`config.mk`:
```
export PLATFORM = sky130hd
export DESIGN_NAME = gauge_measurement_statistics
export DESIGN_NICKNAME = d
export VERILOG_FILES = /design/src/include/gauge_stats_pkg.sv /design/src/rtl/gauge_measurement_statistics.sv
export VERILOG_INCLUDE_DIRS = /design/src /design/src/include
export SDC_FILE = /design/constraint.sdc
export NUM_CORES = 2
export LEC_CHECK = 0
export BUFFER_PORTS_ARGS = -buffer_cell sky130_fd_sc_hd__buf_2
export CAP_MARGIN = 10
export CORE_ASPECT_RATIO = 1.5
export CORE_MARGIN = 10
export CORE_UTILIZATION = 60
export CTS_CLUSTER_SIZE = 28
export DETAILED_ROUTE_END_ITERATION = 16
export PLACE_DENSITY = 0.75
export SYNTH_ARGS = -nofsm -noshare
export SYNTH_HDL_FRONTEND = slang
export SYNTH_SLANG_ARGS = --single-unit
export TNS_END_PERCENT = 1
```
`constraint.sdc`:
```
create_clock -name clk_sys -period 14.25 [get_ports clk_sys]
set_clock_uncertainty 0.1 [all_clocks]
set_input_delay 0.7125 -clock clk_sys [delete_from_list [all_inputs] [get_ports clk_sys]]
set_output_delay 0.7125 -clock clk_sys [all_outputs]
set_load 0.02 [all_outputs]
```
`src/include/gauge_stats_cfg.svh`:
```
// Purpose: Offsets, reset values, field positions and timing periods of the gauge statistics.
// Assumes: Included by its bare name; definitions only.
// Notes: Times are kept in their own unit; cycle counts derive from the clock rate.
`ifndef GAUGE_STATS_CFG_SVH
`define GAUGE_STATS_CFG_SVH

`define OFS_AVG_VCELL 8'h19
`define OFS_TEMP_EXT 8'h1A
`define OFS_VOLT_EXT 8'h1B
`define OFS_CURR_EXT 8'h1C
`define OFS_THERM_RATIO 8'h27

`define RST_AVG_VCELL 16'hB400
`define RST_TEMP_EXT 16'h807F
`define RST_VOLT_EXT 16'h00FF
`define RST_CURR_EXT 16'h807F
`define RST_THERM_RATIO 16'h88D0

// Lowest bit of each reading that lands in its 8-bit extreme field.
`define TEMP_FIELD_LSB 8
`define VOLT_FIELD_LSB 8
`define CURR_FIELD_LSB 8

// Averaging shift: span selector 0 gives the shortest span, 7 the longest.
`define AVG_SHIFT_MIN 4'h6

// Voltage trim gain has unity at bit 15; thermistor gain has unity at bit 14.
`define VOLT_GAIN_FRAC 15
`define THERM_GAIN_FRAC 14

`define CLK_MHZ 200
`define VOLT_PERIOD_US 175800
`define TEMP_PERIOD_US 1400000

`endif

```
`src/include/gauge_stats_pkg.sv`:
```
// Purpose: Types shared by the gauge statistics block and its users.
// Assumes: Constants live in gauge_stats_cfg.svh.
// Notes: None.
package gauge_stats_pkg;

  typedef struct packed {
    logic wr;
    logic rd;
    logic [7:0] addr;
    logic [15:0] data;
  } reg_req_t;

  typedef struct packed {
    logic valid;
    logic [15:0] data;
  } reg_rsp_t;

  typedef struct packed {
    logic [7:0] high;
    logic [7:0] low;
  } ext_pair_t;

endpackage : gauge_stats_pkg

```
`src/rtl/gauge_measurement_statistics.sv`:
```
// Purpose: Averaged cell voltage, min/max trackers and thermistor ratio of a fuel gauge.
// Assumes: Front-end results arrive on clk_sys; registers are reached by the register port.
// Notes: A host write in the same cycle as a hardware update wins.
`timescale 1ns/1ps
`include "gauge_stats_cfg.svh"

// Operation
// - IIR average of cell voltage, selectable span
// - First voltage result seeds the average directly
// - Temperature max high byte, min low byte
// - Temperature extremes reset to 0x80 and 0x7F
// - Each temperature update widens max or min
// - Temperature extremes signed, 1 degree steps
// - Voltage extremes reset to 00h and FFh
// - Each voltage update widens max or min
// - Voltage max high, min low, 20mV steps
// - Current extremes reset to 80h and 7Fh
// - Each current update widens max or min
// - Current extremes signed, 8.567mA steps
// - Thermistor ratio reported as 16-bit value
// - Ratio converted by gain, offset, curve
// - Voltage sampled every 175.8ms and trimmed
// - New temperature measurement every 1.4 seconds
// - Current saturates at largest or smallest code
module gauge_measurement_statistics #(
  parameter int unsigned VOLT_CYCLES = `VOLT_PERIOD_US * `CLK_MHZ,
  parameter int unsigned TEMP_CYCLES = `TEMP_PERIOD_US * `CLK_MHZ
) (
  input wire logic clk_sys,
  input wire logic rst,
  input wire logic ce,
  input wire gauge_stats_pkg::reg_req_t regReq,
  output gauge_stats_pkg::reg_rsp_t regRsp,
  input wire logic [15:0] rawVoltageSample,
  input wire logic [15:0] voltGain,
  input wire logic [15:0] voltOffset,
  input wire logic [2:0] avgSpan,
  input wire logic [15:0] tempSample,
  input wire logic currValid,
  input wire logic signed [17:0] currRaw,
  input wire logic thermValid,
  input wire logic [15:0] thermRatioIn,
  input wire logic [15:0] thermistorGain,
  input wire logic [15:0] thermistorOffset,
  input wire logic [15:0] thermistorCurve,
  output logic [15:0] cellVoltage,
  output logic [15:0] tempReading,
  output logic [15:0] currentReading,
  output logic [15:0] thermTemp
);
  import gauge_stats_pkg::*;

  // Widens a max/min pair with one new sample; the compare is signed or unsigned.
  function automatic ext_pair_t trackExt(ext_pair_t cur, logic [7:0] s, logic isSigned);
    ext_pair_t res;
    logic gt;
    logic lt;
    res = cur;
    gt = isSigned ? ($signed(s) > $signed(cur.high)) : (s > cur.high);
    lt = isSigned ? ($signed(s) < $signed(cur.low)) : (s < cur.low);
    if (gt)
    begin
      res.high = s;
    end
    if (lt)
    begin
      res.low = s;
    end
    return res;
  endfunction : trackExt

  logic [31:0] voltCnt_r;
  logic [31:0] tempCnt_r;
  logic [31:0] avgAcc_r;
  logic avgSeeded_r;
  ext_pair_t tempExt_r;
  ext_pair_t voltExt_r;
  ext_pair_t currExt_r;
  logic [15:0] thermRatio_r;

  wire voltTick = (voltCnt_r == VOLT_CYCLES - 32'h1);
  wire tempTick = (tempCnt_r == TEMP_CYCLES - 32'h1);

  wire wrAvg = regReq.wr && (regReq.addr == `OFS_AVG_VCELL);
  wire wrTemp = regReq.wr && (regReq.addr == `OFS_TEMP_EXT);
  wire wrVolt = regReq.wr && (regReq.addr == `OFS_VOLT_EXT);
  wire wrCurr = regReq.wr && (regReq.addr == `OFS_CURR_EXT);
  wire wrTherm = regReq.wr && (regReq.addr == `OFS_THERM_RATIO);

  // Trimmed voltage: gain with unity at bit 15, then a signed offset.
  wire [31:0] voltProd = rawVoltageSample * voltGain;
  wire [15:0] voltScaled = voltProd[`VOLT_GAIN_FRAC +: 16];
  wire [15:0] vcellNxt = voltScaled + voltOffset;

  // IIR step: the accumulator moves by its error shifted down by 6 plus the span.
  wire [3:0] avgShift = `AVG_SHIFT_MIN + {1'b0, avgSpan};
  wire signed [32:0] avgErr = $signed({1'b0, vcellNxt, 16'h0000}) - $signed({1'b0, avgAcc_r});
  wire signed [32:0] avgStep = avgErr >>> avgShift;
  wire [32:0] avgSum = {1'b0, avgAcc_r} + avgStep;
  wire [31:0] avgAccNxt = avgSum[31:0];
  wire [15:0] avgVoltage = avgAcc_r[31:16];

  // Readings are cut down to the field resolution before any compare.
  wire [7:0] tempByte = tempSample[`TEMP_FIELD_LSB +: 8];
  wire [7:0] voltByte = vcellNxt[`VOLT_FIELD_LSB +: 8];
  wire [15:0] currSat = (currRaw > 18'sh07FFF) ? 16'h7FFF :
                        (currRaw < -18'sh08000) ? 16'h8000 : currRaw[15:0];
  wire [7:0] currByte = currSat[`CURR_FIELD_LSB +: 8];

  wire ext_pair_t tempExtNxt = trackExt(tempExt_r, tempByte, 1'b1);
  wire ext_pair_t voltExtNxt = trackExt(voltExt_r, voltByte, 1'b0);
  wire ext_pair_t currExtNxt = trackExt(currExt_r, currByte, 1'b1);

  // Thermistor conversion: linear gain and offset plus a square-law bend about mid-scale.
  wire signed [32:0] thGainProd = $signed({1'b0, thermRatio_r}) * $signed(thermistorGain);
  wire signed [8:0] thDev = $signed({1'b0, thermRatio_r[15:8]}) - 9'sh080;
  wire signed [17:0] thSq = thDev * thDev;
  wire signed [34:0] thCurveProd = $signed(thermistorCurve) * thSq;
  wire [15:0] thLinear = thGainProd[`THERM_GAIN_FRAC +: 16];
  wire [15:0] thermTempNxt = thLinear + thermistorOffset + thCurveProd[31:16];

  wire [15:0] rdMux =
    (regReq.addr == `OFS_AVG_VCELL) ? avgVoltage :
    (regReq.addr == `OFS_TEMP_EXT) ? tempExt_r :
    (regReq.addr == `OFS_VOLT_EXT) ? voltExt_r :
    (regReq.addr == `OFS_CURR_EXT) ? currExt_r :
    (regReq.addr == `OFS_THERM_RATIO) ? thermRatio_r : 16'h0000;

  always_ff @(posedge clk_sys or posedge rst)
  begin
    if (rst)
    begin
      voltCnt_r <= 32'h0;
      tempCnt_r <= 32'h0;
    end
    else if (ce)
    begin
      voltCnt_r <= voltTick ? 32'h0 : voltCnt_r + 32'h1;
      tempCnt_r <= tempTick ? 32'h0 : tempCnt_r + 32'h1;
    end
  end

  always_ff @(posedge clk_sys or posedge rst)
  begin
    if (rst)
    begin
      avgAcc_r <= {`RST_AVG_VCELL, 16'h0000};
      avgSeeded_r <= 1'b0;
    end
    else if (ce)
    begin
      if (wrAvg)
      begin
        avgAcc_r <= {regReq.data, 16'h0000};
        avgSeeded_r <= 1'b1;
      end
      else if (voltTick)
      begin
        avgAcc_r <= avgSeeded_r ? avgAccNxt : {vcellNxt, 16'h0000};
        avgSeeded_r <= 1'b1;
      end
    end
  end

  // Writing the power-up pattern is the host's clear; any other value is stored as written.
  always_ff @(posedge clk_sys or posedge rst)
  begin
    if (rst)
    begin
      tempExt_r <= `RST_TEMP_EXT;
      voltExt_r <= `RST_VOLT_EXT;
      currExt_r <= `RST_CURR_EXT;
    end
    else if (ce)
    begin
      if (wrTemp)
        tempExt_r <= regReq.data;
      else if (tempTick)
        tempExt_r <= tempExtNxt;
      if (wrVolt)
        voltExt_r <= regReq.data;
      else if (voltTick)
        voltExt_r <= voltExtNxt;
      if (wrCurr)
        currExt_r <= regReq.data;
      else if (currValid)
        currExt_r <= currExtNxt;
    end
  end

  always_ff @(posedge clk_sys or posedge rst)
  begin
    if (rst)
    begin
      thermRatio_r <= `RST_THERM_RATIO;
      thermTemp <= 16'h0000;
    end
    else if (ce)
    begin
      if (wrTherm)
        thermRatio_r <= regReq.data;
      else if (thermValid)
        thermRatio_r <= thermRatioIn;
      thermTemp <= thermTempNxt;
    end
  end

  always_ff @(posedge clk_sys or posedge rst)
  begin
    if (rst)
    begin
      cellVoltage <= 16'h0000;
      tempReading <= 16'h0000;
      currentReading <= 16'h0000;
    end
    else if (ce)
    begin
      if (voltTick)
        cellVoltage <= vcellNxt;
      if (tempTick)
        tempReading <= tempSample;
      if (currValid)
        currentReading <= currSat;
    end
  end

  // The read answer is registered, so data appears one cycle after the strobe.
  always_ff @(posedge clk_sys or posedge rst)
  begin
    if (rst)
      regRsp <= '0;
    else if (ce)
    begin
      regRsp.valid <= regReq.rd;
      if (regReq.rd)
        regRsp.data <= rdMux;
    end
  end
endmodule : gauge_measurement_statistics

```
==> metrics list <==
- CTS root buf: clkbuf_16
* Worst path bufs/invs: 8
- Max-cap violations in this run came to 0.
* Layout overhead on the synthesized area: 6.62%
- For this design, the slowest cell found on the critical path is dfstp_2.
* Post-synthesis xor/xnor area fraction: 4.08%
* Area occupied by multi-input gates: 0.0355 sq mm
- STA classifies the critical path endpoint as a register.
* Starting Density: 60.2%
- Counting distinct cell types in the post-synthesis netlist gives 87.
- Post-synthesis compound-gate area fraction: 9.85%
- Summing the areas of all fa, ha and maj instances in the mapped netlist gives 43.6% of the synthesized area.
- In this run, synthesis inferred 0 flip-flops with an integrated enable.
- Final estimated routing congestion in global placement: 0.981
- Row count: 124
* Final hold violation count: 0
* Pin count of the biggest net entering global routing: 105
* Main area contributors after synthesis: fa_1 (31%), ha_1 (12%), dfrtp_1 (11%), inv_1 (7.3%), nand2_1 (5.6%)
- CP top delay family: adder cells
- For this run, the number of Yosys warnings is 0.
- The most used flip-flop cell after synthesis is dfrtp_1.
* Crit path DAT: 13.85 ns
- STA puts the critical path data required time at 14.60 ns.
- In the synthesized netlist the async set-or-reset flop fraction comes to 100%.
- Post-DR wirelength/cell: 20.3 microns
* M2 GR Usage: 52.2%
- Setup Buffers After CTS: 0
- At the pin with the least slew margin, the transition time is 1.25 ns.
- The max-slew violation total from the final report came to 0.
- For this run, the post-layout net count is 6656.
- In this run the number of H-tree levels came out at 1.
* Avg Synthesized Cell Area: 8.82 sq um
* Post-synthesis cell count: 5191
* Count of nets left with antenna violations after detail routing: 0
- TritonCTS built the clock tree.
* Global Route met1 Usage: 34.7%
- RSZ-0062 raised after global routing: no
* DRC violations left: 0
- Of all nets on the critical path, the largest fanout is 16.
- Wire length of the first global-routing pass: 208 mm
* WS Path Type: register to register
* Clock Sink Count: 242
- Total die area: 0.0880 sq mm
* Initial antenna violation count: 8
* Status: completed
- After detailed routing, the number of vias per cell comes to 5.79.
- Clock Pin Slew Worst Setup and Hold Paths: 0.07 ns
* Number of iterations in the first detailed-routing pass: 6
- Final total negative setup slack: 0 ns
- Total of flip-flops plus latches after synthesis: 242
* Vias: 36.8k
* Area of the mapped netlist: 0.0458 sq mm
- Startpoint types: register
- After synthesis, the largest family of logic cells by area is adder cells.
- Die boundary height: 358 microns
- In this run, the number of DRC markers left after iteration 0 of detailed routing was 2220.
- Placeable core region: 0.0760 sq mm
* Sequential area share after synthesis: 13.3%
- The number of nets in the synthesized netlist is 6536.
- Overall routed net length: 129 mm
* Proportion of layout cells with a drive suffix above 1: 8.89%
- Fraction of the cycle the final worst path needs: 94.7%
* Boundary pin count: 261
- The portion of synthesized area spent on multiplexers is 2.94%.
* Via count of the first global-routing pass: 39.0k
* Maximum clock frequency: 0.0741 GHz
- Summing all flip-flop and latch instances after layout gives 0.00610 sq mm.
- For this run, global-route usage on met3 was measured as 4.46%.
- Hold WC Path Type: primary input to asynchronous set/reset pin
- Setup violations remaining at the end of the flow were counted as 0.
- For the worst-skew pair, the clock arrives at the later sink with an insertion delay of 0.56 ns.
- The clock passes through at most 3 buffers.
- TritonCTS Buffers: 25
* Fraction of the mapped netlist area in simple logic gates: 17.0%
* Die Span X: 246 microns
- Once the clock tree was built, the resizer swapped 0 gates to a different size.
- Summed over all nets, the half-perimeter wirelength after detailed placement is 104 mm.
- Top-area cell type share of the netlist area: 31.3%
- Area leader, netlist: fa_1
* Buffers added on ports: 260
* Critical path's largest stage delay: 0.61 ns
- Overall fraction of global-route tracks in use: 29.8%
* Hold buffer count at cts: 0
* Time the worst path needs with I/O delays and setup: 13.50 ns
- In this run the most used layer during global routing was met2.
- Filler cell count: 6565
* Total global routing overflow: 0
- Worst slew margin relative to its limit: 16.8%
- Most numerous cell on the critical path: xnor2_1
## worst register-to-register path: cells and delay by family, from the launching register on
kind                     cells  cell delay, ns
buffers and inverters        8            0.76
adder cells (fa/ha/maj)     14            6.34
AND/OR/NAND/NOR              5            1.05
XOR/XNOR                    12            1.86
multiplexers                 1            0.26
AO/OA/AOI/OAI               11            2.40
flip-flops                   1            0.61
## registers in the layout, indices dropped and copies added, names as in the netlist
register	count
currentReading	16
cellVoltage	16
voltCnt_r	32
voltExt_r	16
avgAcc_r	32
regRsp	17
tempReading	16
tempExt_r	16
tempCnt_r	32
thermTemp	16
currExt_r	16
avgSeeded_r	1
thermRatio_r	16
## synthesized netlist by cell type, types with 29 or more instances
| cell | count |
|---|---|
| xnor2_1 | 141 |
| mux2i_1 | 84 |
| fa_1 | 716 |
| mux2_2 | 39 |
| a211oi_1 | 30 |
| inv_1 | 893 |
| clkbuf_1 | 204 |
| a21o_1 | 54 |
| nor2_1 | 266 |
| o21a_1 | 39 |
| dfrtp_1 | 209 |
| dfstp_2 | 33 |
| o21ai_0 | 168 |
| a21oi_1 | 175 |
| nor2b_1 | 40 |
| nand2_1 | 682 |
| nand3_1 | 53 |
| nand2b_1 | 57 |
| o211ai_1 | 30 |
| and3_1 | 29 |
| nor3_1 | 50 |
| ha_1 | 449 |
| and2_1 | 343 |
| xor2_1 | 72 |
## per-stage QoR
stage               area (sq um)  std cells  util (%)  hold slack, ns  setup WS, ns
floorplan                  45800       5191         -           0.346          1.54
global placement           47900       6292      63.1           0.347         0.818
detailed placement         47900       6292      63.1           0.356         0.572
CTS                        48800       6338      64.2           0.222         0.565
global route               48800       6342      64.2           0.249        0.0197
finish                     48800       6343      64.2           0.193         0.752
## logic make-up after synthesis
| family | count (synthesis) |
|---|---|
| compound gates | 702 |
| xor+xnor | 213 |
| fa+ha+maj | 1165 |
| buf+inv | 1117 |
| flops | 242 |
| mux | 126 |
| simple gates | 1626 |
## worst paths after layout
kind / from / to / slack [ns] / depth (start not counted)
worst max-delay path: thermRatio_r[15] / thermTemp[15] / 0.75 / 51
worst min-delay path: rst / tempReading[10] / 0.19 / 2
worst max register to register: thermRatio_r[15] / thermTemp[15] / 0.75 / 51
worst min register to register: cellVoltage[14] / cellVoltage[14] / 0.37 / 2
max in group asynchronous: rst / thermRatio_r[9] / 12.37 / 3
min in group clk_sys: tempSample[6] / tempReading[6] / 0.27 / 2
## cell type report
cell class              count  area share, %
inverters                 894           6.89
clock inverters            13          0.351
well taps                1008           2.58
multi-input cells        3832           72.8
flip-flops and latches    242           12.5
diodes                      5         0.0256
clock buffers              33           1.36
repair buffers            316           3.53
## per-layer routing
| layer | wire (microns) | share of wire [%] |
|---|---|---|
| met3 | 9100 | 7.1 |
| met2 | 64800 | 50 |
| met4 | 7780 | 6.0 |
| met5 | 0 | 0 |
| met1 | 47100 | 37 |
## cells in the final DEF (no fill, tap or decap), types with 53 or more instances in the layout
cell type  instances
nand3_1           53
ha_1             449
fa_1             716
inv_1            892
buf_2            260
and2_1           343
xnor2_1          141
a21o_1            54
nand2b_1          57
nor2_1           266
o21ai_0          168
dfrtp_1          209
buf_4             56
mux2i_1           84
xor2_1            71
nand2_1          682
a21oi_1          174
Power is left out: the tool's default activity adds up to more than one toggle a clock period on the data nets, which glitch-free logic cannot reach.
